`src/csw_pkg.sv`:
```
// Purpose: constants for the chip-select and wait-state unit
// Assumes: 20-bit physical address, 16-bit control registers
// Notes:   register indices and field layouts are shared with the tests
package csw_pkg;
  // register indices on the plain register port
  localparam logic [2:0] REG_UPPER_MEMORY_SELECT_CTRL = 3'h0;
  localparam logic [2:0] REG_LOW_MEMORY_SELECT_CTRL = 3'h1;
  localparam logic [2:0] REG_MIDRANGE_MEMORY_SELECT_CTRL = 3'h2;
  localparam logic [2:0] REG_PERIPHERAL_SELECT_BASE_CTRL = 3'h3;
  localparam logic [2:0] REG_SELECT_AUXILIARY_CTRL = 3'h4;
  localparam logic [2:0] REG_STAT = 3'h5;
  // wait and ready fields common to all select registers; XW_BIT is used by the peripheral base only
  localparam int W_LO    = 0;
  localparam int W_HI    = 1;
  localparam int RDY_BIT = 2;
  localparam int XW_BIT  = 3;
  // upper and low select fields
  localparam int PSRAM_BIT = 6;
  localparam int DA_BIT    = 7;
  localparam int BND_LO    = 12;
  localparam int BND_HI    = 15;
  // midrange base and auxiliary fields
  localparam int MB_LO  = 9;
  localparam int MB_HI  = 15;
  localparam int SZ_LO  = 8;
  localparam int SZ_HI  = 10;
  localparam int IO_BIT = 6;
  localparam int AO_BIT = 7;
  // peripheral base field (address bits 19..11)
  localparam int PB_LO = 7;
  localparam int PB_HI = 15;
  localparam logic [15:0] UPPER_MEMORY_SELECT_CTRL_RST = 16'hF007;
  localparam logic [15:0] REG_RST  = 16'h0000;
  localparam logic [4:0]  MCS_SH0  = 5'h0D;
  localparam logic [4:0]  MCS_QSH  = 5'h02;
  localparam logic [3:0]  EXTRA_W  = 4'h2;
  // source indices for wait and ready combining
  localparam int S_U   = 0;
  localparam int S_L   = 1;
  localparam int S_M0  = 2;
  localparam int S_P0  = 6;
  localparam int S_P4  = 10;
  localparam int S_P5  = 11;
  localparam int S_P6  = 12;
  localparam int S_PCB = 13;
  localparam int NSRC  = 14;
  typedef enum logic [2:0] {
    ST_IDLE, ST_T1, ST_T2, ST_T3, ST_TW, ST_TR, ST_TX, ST_T4
  } csw_state_type;
  // three-bit wait code of the five lowest peripheral selects
  function automatic logic [3:0] csw_xwait(input logic [2:0] code);
    case (code)
      3'h4:    csw_xwait = 4'h5;
      3'h5:    csw_xwait = 4'h7;
      3'h6:    csw_xwait = 4'h9;
      3'h7:    csw_xwait = 4'hF;
      default: csw_xwait = {2'h0, code[1:0]};
    endcase
  endfunction
endpackage

```
`src/csw_select_unit.sv`:
```
// Purpose: chip selects, byte write strobes and wait-state timing
// Assumes: one access at a time, started by a one-cycle cycleStart
// Notes:   resolution is one mclk; half-cycle skews are not modelled
//
// Contract
// - byte strobes are OR of enable and write
// - byte strobes timed with the write strobe
// - address held T1-T4, muxed bus T1 only
// - PSRAM only in programmed low select region
// - selects assert for CPU and DMA cycles
// - six memory and seven peripheral selects, one without a pin
// - register write enables decode despite pin use
// - upper and low selects follow address bus
// - bit 2 requests external ready
// - bits 1..0 give 0 to 3 waits
// - low peripheral selects add 5,7,9,15 waits
// - programmed waits finish before ready counts
// - ready sampled first wait, else two extra
// - internal block select: no waits, no ready
// - disable-address bit blanks muxed address
// - wait settings apply even as general I/O
// - fifth peripheral select keeps wait logic
// - address-mode pins lose wait logic
// - latched address bits 1,2 on shared pins
// - fetch starts with upper select, three waits
// - upper select resets to top 64K, ready
// - low select active after register touch
// - peripheral selects need base and aux touch
// - midrange selects need base and aux touch
//
// The address-and-strobe port and the register offsets were decided locally.
`timescale 1ns/100ps
module csw_select_unit (
  // clock and reset
  input  wire logic        mclk,
  input  wire logic        rst,
  // register port
  input  wire logic [2:0]  regAddr,
  input  wire logic [15:0] regWdata,
  input  wire logic        regWr,
  input  wire logic        regRd,
  output logic      [15:0] regRdata,
  // access request from the bus sequencer
  input  wire logic        cycleStart,
  input  wire logic [19:0] cycleAddr,
  input  wire logic        cycleIo,
  input  wire logic        cycleWrite,
  input  wire logic        cycleBheN,
  input  wire logic        pcbHit,
  // ready pins
  input  wire logic        ardy,
  input  wire logic        srdy,
  // external bus
  output logic [19:0]      addrBus,
  output logic [15:0]      adAddrOut,
  output logic             adAddrOe,
  output logic             wrN,
  output logic             whbN,
  output logic             wlbN,
  // select pins
  output logic             ucsN,
  output logic             lcsN,
  output logic [3:0]       mcsN,
  output logic [3:0]       pcsLowN,
  output logic             pcs5Pin,
  output logic             pcs6Pin,
  output logic             psramSel,
  // status to the sequencer
  output logic             busy,
  output logic             cycleDone
);

  // control registers
  logic [15:0] upper_memory_select_ctrl_ff;
  logic [15:0] low_memory_select_ctrl_ff;
  logic [15:0] midrange_memory_select_ctrl_ff;
  logic [15:0] peripheral_select_base_ctrl_ff;
  logic [15:0] select_auxiliary_ctrl_ff;
  logic        lcsEn_ff;
  logic        mmcsSeen_ff;
  logic        pacsSeen_ff;
  logic        mpcsSeen_ff;
  logic [15:0] regRdata_ff;
  logic [15:0] nxt_regRdata;

  wire regAcc = regWr | regRd;
  wire hitUr  = regAddr == csw_pkg::REG_UPPER_MEMORY_SELECT_CTRL;
  wire hitLr  = regAddr == csw_pkg::REG_LOW_MEMORY_SELECT_CTRL;
  wire hitMr  = regAddr == csw_pkg::REG_MIDRANGE_MEMORY_SELECT_CTRL;
  wire hitPr  = regAddr == csw_pkg::REG_PERIPHERAL_SELECT_BASE_CTRL;
  wire hitAr  = regAddr == csw_pkg::REG_SELECT_AUXILIARY_CTRL;
  wire hitSr  = regAddr == csw_pkg::REG_STAT;

  // a write enables decode whatever the pin is used for
  wire mcsEn = mmcsSeen_ff & mpcsSeen_ff;
  wire pcsEn = pacsSeen_ff & mpcsSeen_ff;
  wire addrMode = select_auxiliary_ctrl_ff[csw_pkg::AO_BIT];

  always_ff @(posedge mclk or posedge rst) begin
    if (rst) begin
      upper_memory_select_ctrl_ff <= csw_pkg::UPPER_MEMORY_SELECT_CTRL_RST;
      low_memory_select_ctrl_ff <= csw_pkg::REG_RST;
      midrange_memory_select_ctrl_ff <= csw_pkg::REG_RST;
      peripheral_select_base_ctrl_ff <= csw_pkg::REG_RST;
      select_auxiliary_ctrl_ff <= csw_pkg::REG_RST;
    end else if (regWr) begin
      if (hitUr) upper_memory_select_ctrl_ff <= regWdata;
      if (hitLr) low_memory_select_ctrl_ff <= regWdata;
      if (hitMr) midrange_memory_select_ctrl_ff <= regWdata;
      if (hitPr) peripheral_select_base_ctrl_ff <= regWdata;
      if (hitAr) select_auxiliary_ctrl_ff <= regWdata;
    end
  end

  always_ff @(posedge mclk or posedge rst) begin
    if (rst) begin
      lcsEn_ff    <= 1'b0;
      mmcsSeen_ff <= 1'b0;
      pacsSeen_ff <= 1'b0;
      mpcsSeen_ff <= 1'b0;
    end else if (regAcc) begin
      if (hitLr) lcsEn_ff <= 1'b1;
      if (hitMr) mmcsSeen_ff <= 1'b1;
      if (hitPr) pacsSeen_ff <= 1'b1;
      if (hitAr) mpcsSeen_ff <= 1'b1;
    end
  end

  csw_pkg::csw_state_type state_ff;
  csw_pkg::csw_state_type nxt_state;

  wire [15:0] statWord = {11'h000, busy, pcsEn, mcsEn, lcsEn_ff, 1'b1};

  always_comb begin
    nxt_regRdata = 16'h0000;
    if (regRd) begin
      case (regAddr)
        csw_pkg::REG_UPPER_MEMORY_SELECT_CTRL: nxt_regRdata = upper_memory_select_ctrl_ff;
        csw_pkg::REG_LOW_MEMORY_SELECT_CTRL: nxt_regRdata = low_memory_select_ctrl_ff;
        csw_pkg::REG_MIDRANGE_MEMORY_SELECT_CTRL: nxt_regRdata = midrange_memory_select_ctrl_ff;
        csw_pkg::REG_PERIPHERAL_SELECT_BASE_CTRL: nxt_regRdata = peripheral_select_base_ctrl_ff;
        csw_pkg::REG_SELECT_AUXILIARY_CTRL: nxt_regRdata = select_auxiliary_ctrl_ff;
        csw_pkg::REG_STAT: nxt_regRdata = statWord;
        default:           nxt_regRdata = 16'h0000;
      endcase
    end
  end

  always_ff @(posedge mclk or posedge rst) begin
    if (rst) regRdata_ff <= 16'h0000;
    else     regRdata_ff <= nxt_regRdata;
  end
  assign regRdata = regRdata_ff;

  // ready pins: three stages, level taken when the last two agree
  logic [1:0] rdyS1_ff;
  logic [1:0] rdyS2_ff;
  logic [1:0] rdyS3_ff;
  logic [1:0] rdyLvl_ff;
  wire  [1:0] rdyPin = {srdy, ardy};
  genvar g;
  generate
    for (g = 0; g < 2; g++) begin : gSync
      always_ff @(posedge mclk or posedge rst) begin
        if (rst) begin
          rdyS1_ff[g]  <= 1'b0;
          rdyS2_ff[g]  <= 1'b0;
          rdyS3_ff[g]  <= 1'b0;
          rdyLvl_ff[g] <= 1'b0;
        end else begin
          rdyS1_ff[g] <= rdyPin[g];
          rdyS2_ff[g] <= rdyS1_ff[g];
          rdyS3_ff[g] <= rdyS2_ff[g];
          if (rdyS2_ff[g] == rdyS3_ff[g]) rdyLvl_ff[g] <= rdyS3_ff[g];
        end
      end
    end
  endgenerate
  wire rdyNow = |rdyLvl_ff;

  // region decode, same for CPU and DMA cycles
  wire memCyc = ~cycleIo;
  wire [3:0] aTop = cycleAddr[19:16];
  wire uHit = memCyc & (aTop >= upper_memory_select_ctrl_ff[csw_pkg::BND_HI:csw_pkg::BND_LO]);
  wire lHit = memCyc & lcsEn_ff &
              (aTop <= low_memory_select_ctrl_ff[csw_pkg::BND_HI:csw_pkg::BND_LO]);
  wire [19:0] mBase = {midrange_memory_select_ctrl_ff[csw_pkg::MB_HI:csw_pkg::MB_LO], 13'h0000};
  wire [19:0] mOff  = cycleAddr - mBase;
  wire [4:0]  mSh   = csw_pkg::MCS_SH0 + {2'h0, select_auxiliary_ctrl_ff[csw_pkg::SZ_HI:csw_pkg::SZ_LO]};
  wire [19:0] mOver = mOff >> mSh;
  wire [19:0] mQuar = mOff >> (mSh - csw_pkg::MCS_QSH);
  wire mIn = memCyc & mcsEn & (cycleAddr >= mBase) & (mOver == 20'h00000);
  wire [1:0] mIdx = mQuar[1:0];
  wire pIoSp  = select_auxiliary_ctrl_ff[csw_pkg::IO_BIT];
  wire [8:0] pBase = peripheral_select_base_ctrl_ff[csw_pkg::PB_HI:csw_pkg::PB_LO];
  // in I/O space only the low 64K is decoded
  wire pWinIo  = cycleIo & (aTop == 4'h0) & (cycleAddr[15:11] == pBase[4:0]);
  wire pWinMem = memCyc & (cycleAddr[19:11] == pBase);
  wire pIn  = pcsEn & (pIoSp ? pWinIo : pWinMem);
  wire [2:0] pIdx = cycleAddr[10:8];

  // per-source hit, wait count and ready need
  logic [csw_pkg::NSRC-1:0] srcHit;
  logic [3:0]               srcWait [csw_pkg::NSRC];
  logic [csw_pkg::NSRC-1:0] srcRdy;

  wire [3:0] uW = {2'h0, upper_memory_select_ctrl_ff[csw_pkg::W_HI:csw_pkg::W_LO]};
  wire [3:0] lW = {2'h0, low_memory_select_ctrl_ff[csw_pkg::W_HI:csw_pkg::W_LO]};
  wire [3:0] mW = {2'h0, midrange_memory_select_ctrl_ff[csw_pkg::W_HI:csw_pkg::W_LO]};
  wire [3:0] aW = {2'h0, select_auxiliary_ctrl_ff[csw_pkg::W_HI:csw_pkg::W_LO]};
  wire [2:0] pCode = {peripheral_select_base_ctrl_ff[csw_pkg::XW_BIT], peripheral_select_base_ctrl_ff[csw_pkg::W_HI:csw_pkg::W_LO]};
  wire [3:0] pW = csw_pkg::csw_xwait(pCode);

  assign srcHit[csw_pkg::S_U]   = uHit;
  assign srcHit[csw_pkg::S_L]   = lHit;
  assign srcHit[csw_pkg::S_PCB] = pcbHit;
  assign srcWait[csw_pkg::S_U]   = uW;
  assign srcWait[csw_pkg::S_L]   = lW;
  assign srcWait[csw_pkg::S_PCB] = 4'h0;
  assign srcRdy[csw_pkg::S_U]   = upper_memory_select_ctrl_ff[csw_pkg::RDY_BIT];
  assign srcRdy[csw_pkg::S_L]   = low_memory_select_ctrl_ff[csw_pkg::RDY_BIT];
  assign srcRdy[csw_pkg::S_PCB] = 1'b0;

  // wait logic stays live whether or not the pin is a select, except indices 5 and 6, which lose it in address mode
  generate
    for (g = 0; g < 4; g++) begin : gMcs
      assign srcHit[csw_pkg::S_M0+g]  = mIn & (mIdx == 2'(g));
      assign srcWait[csw_pkg::S_M0+g] = mW;
      assign srcRdy[csw_pkg::S_M0+g]  = midrange_memory_select_ctrl_ff[csw_pkg::RDY_BIT];
    end
    for (g = 0; g < 7; g++) begin : gPcs
      // index 4 has no pin but still stretches cycles
      localparam bit HI = (g >= 5);
      wire live = HI ? ~addrMode : 1'b1;
      assign srcHit[csw_pkg::S_P0+g]  = pIn & live & (pIdx == 3'(g));
      assign srcWait[csw_pkg::S_P0+g] = HI ? aW : pW;
      assign srcRdy[csw_pkg::S_P0+g]  = HI ? select_auxiliary_ctrl_ff[csw_pkg::RDY_BIT]
                                           : peripheral_select_base_ctrl_ff[csw_pkg::RDY_BIT];
    end
  endgenerate

  // overlapping selects should agree; the longest wins if not
  logic [3:0] accWait;
  logic       accRdy;
  always_comb begin
    accWait = 4'h0;
    accRdy  = 1'b0;
    for (int i = 0; i < csw_pkg::NSRC; i++) begin
      if (srcHit[i]) begin
        accRdy = accRdy | srcRdy[i];
        if (srcWait[i] > accWait) accWait = srcWait[i];
      end
    end
  end

  // cycle sequencing
  logic [3:0] waitCnt_ff;
  logic [3:0] nxt_waitCnt;
  logic       needRdy_ff;
  logic       firstW_ff;
  logic       rdySeen_ff;
  logic       isWrite_ff;

  always_comb begin
    nxt_state   = state_ff;
    nxt_waitCnt = waitCnt_ff;
    case (state_ff)
      csw_pkg::ST_IDLE: begin
        if (cycleStart) begin
          nxt_state   = csw_pkg::ST_T1;
          nxt_waitCnt = accWait;
        end
      end
      csw_pkg::ST_T1: nxt_state = csw_pkg::ST_T2;
      csw_pkg::ST_T2: nxt_state = csw_pkg::ST_T3;
      csw_pkg::ST_T3: begin
        if (waitCnt_ff != 4'h0)          nxt_state = csw_pkg::ST_TW;
        else if (needRdy_ff && !rdyNow)  nxt_state = csw_pkg::ST_TR;
        else                             nxt_state = csw_pkg::ST_T4;
      end
      csw_pkg::ST_TW: begin
        nxt_waitCnt = waitCnt_ff - 4'h1;
        if (waitCnt_ff == 4'h1) begin
          if (!needRdy_ff || rdySeen_ff || (firstW_ff && rdyNow))
            nxt_state = csw_pkg::ST_T4;
          else
            nxt_state = csw_pkg::ST_TR;
        end
      end
      csw_pkg::ST_TR: begin
        if (rdyNow) begin
          nxt_state   = csw_pkg::ST_TX;
          nxt_waitCnt = csw_pkg::EXTRA_W;
        end
      end
      csw_pkg::ST_TX: begin
        nxt_waitCnt = waitCnt_ff - 4'h1;
        if (waitCnt_ff == 4'h1) nxt_state = csw_pkg::ST_T4;
      end
      csw_pkg::ST_T4: nxt_state = csw_pkg::ST_IDLE;
      default:        nxt_state = csw_pkg::ST_IDLE;
    endcase
  end

  always_ff @(posedge mclk or posedge rst) begin
    if (rst) begin
      state_ff   <= csw_pkg::ST_IDLE;
      waitCnt_ff <= 4'h0;
    end else begin
      state_ff   <= nxt_state;
      waitCnt_ff <= nxt_waitCnt;
    end
  end

  // ready is looked at in the first wait cycle only
  wire startNow = (state_ff == csw_pkg::ST_IDLE) & cycleStart;
  always_ff @(posedge mclk or posedge rst) begin
    if (rst) begin
      needRdy_ff <= 1'b0;
      firstW_ff  <= 1'b0;
      rdySeen_ff <= 1'b0;
      isWrite_ff <= 1'b0;
    end else if (startNow) begin
      needRdy_ff <= accRdy;
      firstW_ff  <= 1'b1;
      rdySeen_ff <= 1'b0;
      isWrite_ff <= cycleWrite;
    end else if (state_ff == csw_pkg::ST_TW) begin
      firstW_ff <= 1'b0;
      if (firstW_ff) rdySeen_ff <= rdyNow;
    end
  end

  // pin registers
  logic [19:0] addrBus_ff;
  logic [15:0] adAddrOut_ff;
  logic        adAddrOe_ff;
  logic        wrN_ff;
  logic        whbN_ff;
  logic        wlbN_ff;
  logic        bheN_ff;
  logic        ucsN_ff;
  logic        lcsN_ff;
  logic [3:0]  mcsN_ff;
  logic [3:0]  pcsLowN_ff;
  logic        pcs5Pin_ff;
  logic        pcs6Pin_ff;
  logic        psramSel_ff;
  logic        busy_ff;
  logic        cycleDone_ff;

  wire nxtIdle = nxt_state == csw_pkg::ST_IDLE;
  wire nxtWrOn = ~nxtIdle & (nxt_state != csw_pkg::ST_T1) &
                 (nxt_state != csw_pkg::ST_T4);
  wire nxtWrite = startNow ? cycleWrite : isWrite_ff;
  wire nxt_wrN  = ~(nxtWrite & nxtWrOn);
  wire nxtBheN  = startNow ? cycleBheN : bheN_ff;
  wire nxtA0    = startNow ? cycleAddr[0] : addrBus_ff[0];
  wire daBlock  = (uHit & upper_memory_select_ctrl_ff[csw_pkg::DA_BIT]) |
                  (lHit & low_memory_select_ctrl_ff[csw_pkg::DA_BIT]);
  wire [3:0] mHitV = srcHit[csw_pkg::S_P0-1:csw_pkg::S_M0];
  wire [3:0] pHitV = srcHit[csw_pkg::S_P4-1:csw_pkg::S_P0];

  always_ff @(posedge mclk or posedge rst) begin
    if (rst) begin
      addrBus_ff   <= 20'h00000;
      adAddrOut_ff <= 16'h0000;
      adAddrOe_ff  <= 1'b0;
      bheN_ff      <= 1'b1;
    end else begin
      if (startNow) begin
        addrBus_ff   <= cycleAddr;
        adAddrOut_ff <= cycleAddr[15:0];
        bheN_ff      <= cycleBheN;
      end
      adAddrOe_ff <= startNow & ~daBlock;
    end
  end

  // byte strobes move with the write strobe from the held address
  always_ff @(posedge mclk or posedge rst) begin
    if (rst) begin
      wrN_ff  <= 1'b1;
      whbN_ff <= 1'b1;
      wlbN_ff <= 1'b1;
    end else begin
      wrN_ff  <= nxt_wrN;
      whbN_ff <= nxtBheN | nxt_wrN;
      wlbN_ff <= nxtA0 | nxt_wrN;
    end
  end

  // selects asserted from T1 through T4, with the address bus
  always_ff @(posedge mclk or posedge rst) begin
    if (rst) begin
      ucsN_ff     <= 1'b1;
      lcsN_ff     <= 1'b1;
      mcsN_ff     <= 4'hF;
      pcsLowN_ff  <= 4'hF;
      psramSel_ff <= 1'b0;
    end else if (startNow) begin
      ucsN_ff     <= ~uHit;
      lcsN_ff     <= ~lHit;
      mcsN_ff     <= ~mHitV;
      pcsLowN_ff  <= ~pHitV;
      psramSel_ff <= lHit & low_memory_select_ctrl_ff[csw_pkg::PSRAM_BIT];
    end else if (nxtIdle) begin
      ucsN_ff     <= 1'b1;
      lcsN_ff     <= 1'b1;
      mcsN_ff     <= 4'hF;
      pcsLowN_ff  <= 4'hF;
      psramSel_ff <= 1'b0;
    end
  end

  // shared pins: latched address bits or active-low selects
  wire nxtP5 = addrMode ? (startNow ? cycleAddr[1] : pcs5Pin_ff)
                        : (startNow ? ~srcHit[csw_pkg::S_P5]
                                    : (nxtIdle | pcs5Pin_ff));
  wire nxtP6 = addrMode ? (startNow ? cycleAddr[2] : pcs6Pin_ff)
                        : (startNow ? ~srcHit[csw_pkg::S_P6]
                                    : (nxtIdle | pcs6Pin_ff));
  always_ff @(posedge mclk or posedge rst) begin
    if (rst) begin
      pcs5Pin_ff <= 1'b1;
      pcs6Pin_ff <= 1'b1;
    end else begin
      pcs5Pin_ff <= nxtP5;
      pcs6Pin_ff <= nxtP6;
    end
  end

  always_ff @(posedge mclk or posedge rst) begin
    if (rst) begin
      busy_ff      <= 1'b0;
      cycleDone_ff <= 1'b0;
    end else begin
      busy_ff      <= ~nxtIdle;
      cycleDone_ff <= nxt_state == csw_pkg::ST_T4;
    end
  end

  assign busy      = busy_ff;
  assign cycleDone = cycleDone_ff;
  assign addrBus   = addrBus_ff;
  assign adAddrOut = adAddrOut_ff;
  assign adAddrOe  = adAddrOe_ff;
  assign wrN       = wrN_ff;
  assign whbN      = whbN_ff;
  assign wlbN      = wlbN_ff;
  assign ucsN      = ucsN_ff;
  assign lcsN      = lcsN_ff;
  assign mcsN      = mcsN_ff;
  assign pcsLowN   = pcsLowN_ff;
  assign pcs5Pin   = pcs5Pin_ff;
  assign pcs6Pin   = pcs6Pin_ff;
  assign psramSel  = psramSel_ff;

endmodule // csw_select_unit

```
`config.mk`:
```
export PLATFORM = sky130hd
export DESIGN_NAME = csw_select_unit
export DESIGN_NICKNAME = d
export VERILOG_FILES = /design/src/csw_pkg.sv /design/src/csw_select_unit.sv
export SDC_FILE = /design/constraint.sdc
export NUM_CORES = 1
export LEC_CHECK = 0
export ABC_AREA = 1
export BUFFER_PORTS_ARGS = -buffer_cell sky130_fd_sc_hd__buf_2
export CORE_MARGIN = 2
export CORE_UTILIZATION = 40
export CTS_CLUSTER_DIAMETER = 150
export DETAILED_ROUTE_END_ITERATION = 6
export GPL_TIMING_DRIVEN = 0
export PLACE_DENSITY = 0.58
export SYNTH_ARGS = -nofsm -noshare
export SYNTH_HDL_FRONTEND = slang
export SYNTH_SLANG_ARGS = --single-unit
```
`constraint.sdc`:
```
create_clock -name mclk -period 12.4 [get_ports mclk]
set_input_delay 1.86 -clock mclk [delete_from_list [all_inputs] [get_ports mclk]]
set_output_delay 1.86 -clock mclk [all_outputs]
set_load 0.005 [all_outputs]
```
==> results of run 1 <==
==> critical path: cells and delay by family <==
family	cells	cell delay, ns
AND/OR/NAND/NOR	49	4.16
buffers and inverters	32	2.47
adder cells (fa/ha/maj)	12	2.95
AO/OA/AOI/OAI	17	2.15
==> cell usage after synthesis, drive strengths merged (12+ instances only) <==
cell / count
nand2: 329
inv: 182
dfrtp: 136
o21ai: 129
nor2: 95
nand3: 63
a21oi: 55
ha: 55
clkbuf: 27
dfstp: 23
buf: 22
a221oi: 13
a31oi: 12
o22ai: 12
==> registers in the layout, indices dropped and copies added, names as in the netlist, 16 cells and up <==
register / cells
select_auxiliary_ctrl_ff: 16
upper_memory_select_ctrl_ff: 16
regRdata: 16
midrange_memory_select_ctrl_ff: 16
addrBus: 20
peripheral_select_base_ctrl_ff: 16
low_memory_select_ctrl_ff: 16
==> stage by stage <==
step                      hold slack (ns)  power [mW]  setup slack, ns  util [%]
after global placement             0.3392       1.508           -1.681     45.54
after floorplan                    0.3312       1.268         -0.08248         -
after global routing               0.3598       2.360           -1.756     51.97
final                              0.3588       2.192          -0.8952     51.97
after detailed placement           0.3411       1.526           -1.919     45.70
after CTS                          0.3572       2.132          -0.8190     50.59
==> layer usage <==
| metal | GRT usage (%) | up-vias | share of wire, % |
|---|---|---|---|
| li1 | - | 4328 | - |
| met1 | 33.78 | 4298 | 44 |
| met2 | 40.48 | 316 | 48 |
| met3 | 4.020 | 52 | 5.8 |
| met4 | 8.606 | 0 | 2.6 |
| met5 | 0 | - | 0 |
==> final cells by class <==
type | instances | area (µm²)
fillers | 2161 | 10940
multi-input cells | 826 | 4883
flip-flops and latches | 159 | 4008
repair buffers | 165 | 991.0
inverters | 183 | 701.9
clock buffers | 18 | 439.2
well taps | 313 | 391.6
plain buffers | 49 | 276.5
clock inverters | 14 | 146.4
==> cell usage in the layout (no fill, tap or decap), types with 8 or more instances in the layout <==
cell type and count:
a21oi_1 45, a221oi_1 12, a31oi_1 11, buf_2 118, buf_4 59, buf_6 8, clkbuf_1 27, clkbuf_16 17
dfrtp_1 136, dfstp_2 23, ha_1 36, ha_4 17, inv_1 152, inv_2 26, nand2_1 288, nand2_2 40
nand3_1 42, nand3_2 20, nand4_1 9, nor2_1 78, nor2_2 13, o21ai_0 114, o21ai_1 13, o22ai_1 10
==> logic make-up after synthesis <==
family,after synthesis,share of synthesized area (%)
buffers and inverters,232,10.29
DFF,159,42.82
and+or+nand+nor,515,23.50
adders and majority gates,58,7.781
xor gates and xnor gates,3,0.2808
AOI/OAI and AO/OA,250,15.32
==> power by group through the flow <==
stage,sequential [mW],clock (mW),combinational (mW)
after CTS,0.737,0.537,0.859
after detailed placement,0.744,0,0.782
after floorplan,0.726,0,0.542
after global routing,0.754,0.561,1.05
after global placement,0.742,0,0.766
final,0.738,0.529,0.924
==> worst max-delay path by stage <==
stage / from / endpoint / slack (ns)
5_1_grt: cycleAddr[17] / waitCnt_ff[0] / -1.76
6_report: cycleAddr[17] / waitCnt_ff[0] / -0.90
2_1_floorplan: cycleAddr[17] / waitCnt_ff[0] / -0.08
3_3_place_gp: cycleAddr[17] / waitCnt_ff[0] / -1.68
4_1_cts: cycleAddr[17] / waitCnt_ff[0] / -0.82
3_5_place_dp: cycleAddr[17] / waitCnt_ff[0] / -1.92
==> timing repair <==
action | CTS | global route
cloned | 0 | 0
buffers inserted | 38 | 8
gates resized for setup | 64 | 56
pin swaps | 68 | 69
setup endpoints to repair | 2 | 4
==> results.cfg, run 1 <==
[sta]
finalMaxSlewViolations = 0
maxSlewHeadroom_pct = 25.86
rsz0062_at_grt = yes
timing.final.hold_violations = 0
setup_ws_ns = -0.8952
post-route-period-util_pct = 107.2
fmax_mhz = 75.22
finalCriticalPeriod_ns = 13.30
worst_slew_pin_slew_ns = 1.105
clock_skew_ns = 0.01177
setup_viol = 2
tns_ns = -1.724

[routing]
routed_wl_um = 29770
viasPerCell = 5.208
drc = 0
ant_nets = 0
drt_pass1_iterations = 5
first_iter_violations = 707
post_drt_wl_per_cell_um = 17.24
vias = 8994

[cts]
clock_latency_ns = 0.45
clk_pin_slew_ns = 0.07
hold_buffers = 0
cts_tree = built
cts_max_path_buffers = 2
cts_buffers = 17
cts.sinks = 159
root_buffer = clkbuf_16
htree_levels = 4

[critical_path]
r2r_start = upper_memory_select_ctrl_ff[13]
cp_slowest_cell = ha_4
crit_type = input pin to flop
crit_top_cell = nand2_2
cp.arrival_ns = 13.62
cp_max_fo = 4
reg2reg_depth = 110
cp.required_ns = 12.73
critPathLaunchType = input pin
r2r_slack_ns = -0.01
slowest_delay_ns = 0.31
rr_endpoint = waitCnt_ff[0]
cp-end-kind = flop

[synth]
yosys_most_used_dff = dfrtp_1
yosysUniqueCellTypes = 53
synth_top_area_cell = dfrtp_1
ys_ff_latch = 159
syn_inst = 1217
syn_nets = 1323
synth_edf_count = 0
netlist_top_cells_area = dfrtp_1 (36%), nand2_1 (13%), ha_1 (7.4%)
post_synth_instance_area_mm2 = 0.009359
ys_seq_area_share_pct = 42.82
yosysTopAreaCellShare_pct = 36.36
avgSynthCellArea_um2 = 7.690
synthArstFlopShare_pct = 100.0
yosys_warnings = 0

[global_route]
antenna_found_initial = 0
grt_util_all_layers_pct = 24.90
grt_overflow = 0
grt_max_degree = 92
grt_pass1_wl_um = 46910
grt_pass1_vias = 8579

[power_and_ir_drop]
seqPwrFrac_pct = 33.7
internal_power_mw = 1.310
power_switching_uw = 881.3
ir_drop_uv = 75.02
share_comb_of_total_power_pct = 42.2
power.density_mw_per_mm2 = 185.1
cellLeakagePower_nw = 5.940
clkPwrFrac_pct = 24.2
sw_frac_of_total_pct = 40.21

[place]
gp_congestion = 0.8620
port_buffers = 119
dp.final_hpwl_um = 21350
dp.cells = 1650
postPlaceCellArea_mm2 = 0.01041

[finish]
fin_nets = 1507
drive_above_1_share_pct = 28.15
final_cell_area_mm2 = 0.01184
area_growth_pct = 26.48
n_antenna_cell = 0
fin_cells = 1727

[worst_hold_path]
hold_class = flop to flop
min_from = rdyS1_ff[1]
hold_depth = 0
hold_end = rdyS2_ff[1]

[floorplan]
start_util_pct = 41.09
design.die.area_mm2 = 0.02464
die_w_um = 157.0
core_mm2 = 0.02278
die_h_um = 157.0
rows = 55
io_pins = 121

[run_status]
status = finished, violations left
violations = negative setup slack

[flow_run]
cap_viol_max_count = 0
Power figures use the tool's default switching activity.
==> inputs of run 2 (changes only) <==
--- a/config.mk
+++ b/config.mk
@@ -11,7 +11,6 @@
 export CORE_UTILIZATION = 40
 export CTS_CLUSTER_DIAMETER = 150
 export DETAILED_ROUTE_END_ITERATION = 6
-export GPL_TIMING_DRIVEN = 0
 export PLACE_DENSITY = 0.58
 export SYNTH_ARGS = -nofsm -noshare
 export SYNTH_HDL_FRONTEND = slang
==> run 2 against run 1 <==
The flow still finishes with violations (negative setup slack). Routed wire length is 6.0% lower. Maximum frequency is 1.2% higher. Global-route usage is 1.8 points lower. Non-clock buffer count is 31 higher. Critical path depth is 9 lower. Combinational power is 5.2% higher. Critical path type unchanged. Largest cell class unchanged.
==> results.cfg, run 2 (synthesized netlist as in run 1, its figures left out) <==
[run_status]
violations = negative setup slack
status = finished, violations left

[cts]
clock_latency_ns = 0.44
clk_pin_slew_ns = 0.07
cts_max_path_buffers = 2
root_buffer = clkbuf_16
cts_tree = built
hold_buffers = 0
cts.sinks = 159
cts_buffers = 17
htree_levels = 4

[place]
port_buffers = 119
gp_congestion = 0.8382
dp.final_hpwl_um = 19480

[floorplan]
die_h_um = 157.0
design.die.area_mm2 = 0.02464
io_pins = 121
rows = 55
core_mm2 = 0.02278
die_w_um = 157.0
start_util_pct = 41.09

[critical_path]
startpoint = cycleAddr[19]
cp_max_fo = 6
cp.required_ns = 12.72
slowest_delay_ns = 0.32
r2r_slack_ns = 0.18
cp-end-kind = flop
cp_slowest_cell = ha_1
crit_top_cell = nand2_1
crit_type = input pin to flop
critPathLaunchType = input pin
cp.arrival_ns = 13.46
r2r_start = upper_memory_select_ctrl_ff[13]

[finish]
fin_nets = 1538
area_growth_pct = 29.84
layout_commonest_cell = nand2_1
n_antenna_cell = 0
fin_util_pct = 53.35
largest_register_ffs = 20
drive_above_1_share_pct = 31.83
mostFrequentLayoutCells = nand2_1 (290), inv_1 (152), dfrtp_1 (136)
fillers = 2180

[routing]
drt_pass1_iterations = 5
first_iter_violations = 617
routed_wl_um = 27990
ant_nets = 0
drc = 0
post_drt_wl_per_cell_um = 15.92
viasPerCell = 5.023
vias = 8831

[sta]
setup_ws_ns = -0.7409
post-route-period-util_pct = 106.0
clock_skew_ns = 0.01056
timing.hold.ws_ns = 0.3515
finalMaxSlewViolations = 0
worst_slew_pin_slew_ns = 1.127
maxSlewHeadroom_pct = 24.70
timing.final.hold_violations = 0
finalCriticalPeriod_ns = 13.14
fmax_mhz = 76.10
rsz0062_at_grt = yes
setup_viol = 2

[power_and_ir_drop]
power.density_mw_per_mm2 = 182.1
power_mw = 2.213
ir_drop_uv = 98.54
cellLeakagePower_nw = 6.150

[worst_hold_path]
min_from = rdyS1_ff[1]
hold_class = flop to flop

[global_route]
grt_overflow = 0
grt_pass1_wl_um = 44170
grt_max_degree = 106
grt_util_all_layers_pct = 23.11
antenna_found_initial = 1
grt_pass1_vias = 8495

[flow_run]
cap_viol_max_count = 0
## run 2: layer usage
metal / part of all wire, % / GRT usage, %
met5: 0.046 / 0
met4: 2.1 / 6.728
met3: 4.5 / 3.965
met2: 47 / 37.99
met1: 47 / 31.36
## run 2: through the flow
| step | setup TNS, ns | setup WS, ns | cells | instance area, µm² |
|---|---|---|---|---|
| after global placement | -2.536 | -1.300 | 1684 | 10730 |
| after global routing | -3.056 | -1.528 | 1758 | 12150 |
| after detailed placement | -3.102 | -1.567 | 1684 | 10730 |
| final | -1.448 | -0.7409 | 1758 | 12150 |
| after CTS | -1.631 | -0.8258 | 1748 | 11730 |
| after floorplan | -0.09853 | -0.08248 | 1217 | 9387 |
## run 2: final timing paths
path | end | cells after the start
worst max-delay path | waitCnt_ff[0] | 101
worst min-delay path | rdyS2_ff[1] | 0
worst max register to register | waitCnt_ff[0] | 109
worst min register to register | rdyS2_ff[1] | 0
max in group asynchronous | rdyS1_ff[1] | 3
min in group asynchronous | low_memory_select_ctrl_ff[14] | 2
## run 2: final cells by class
cell class	count	area [µm²]	share of cell area, %
multi-input cells	826	4941	40.66
flip-flops and latches	159	4008	32.98
well taps	313	391.6	3.223
clock buffers	17	425.4	3.501
clock inverters	15	123.9	1.019
repair buffers	245	1563	12.86
inverters	183	699.4	5.756
## run 2: critical path, delay by kind of cell
| kind | cells | cell delay [ns] |
|---|---|---|
| AND/OR/NAND/NOR | 43 | 3.88 |
| buffers and inverters | 27 | 2.52 |
| adder cells (fa/ha/maj) | 11 | 2.65 |
| AO/OA/AOI/OAI | 20 | 2.51 |
## run 2: power breakdown
part	switching (mW)	internal [mW]
clock network	0.245	0.262
registers	0.0862	0.648
logic	0.549	0.423
total	0.880	1.33
## run 2: repair_timing
| item | in CTS | in global routing |
|---|---|---|
| endpoints found under the setup margin | 2 | 4 |
| buffers inserted | 32 | 11 |
| gates resized for setup | 51 | 80 |
| gates cloned | 0 | 0 |
| pin swaps | 75 | 77 |
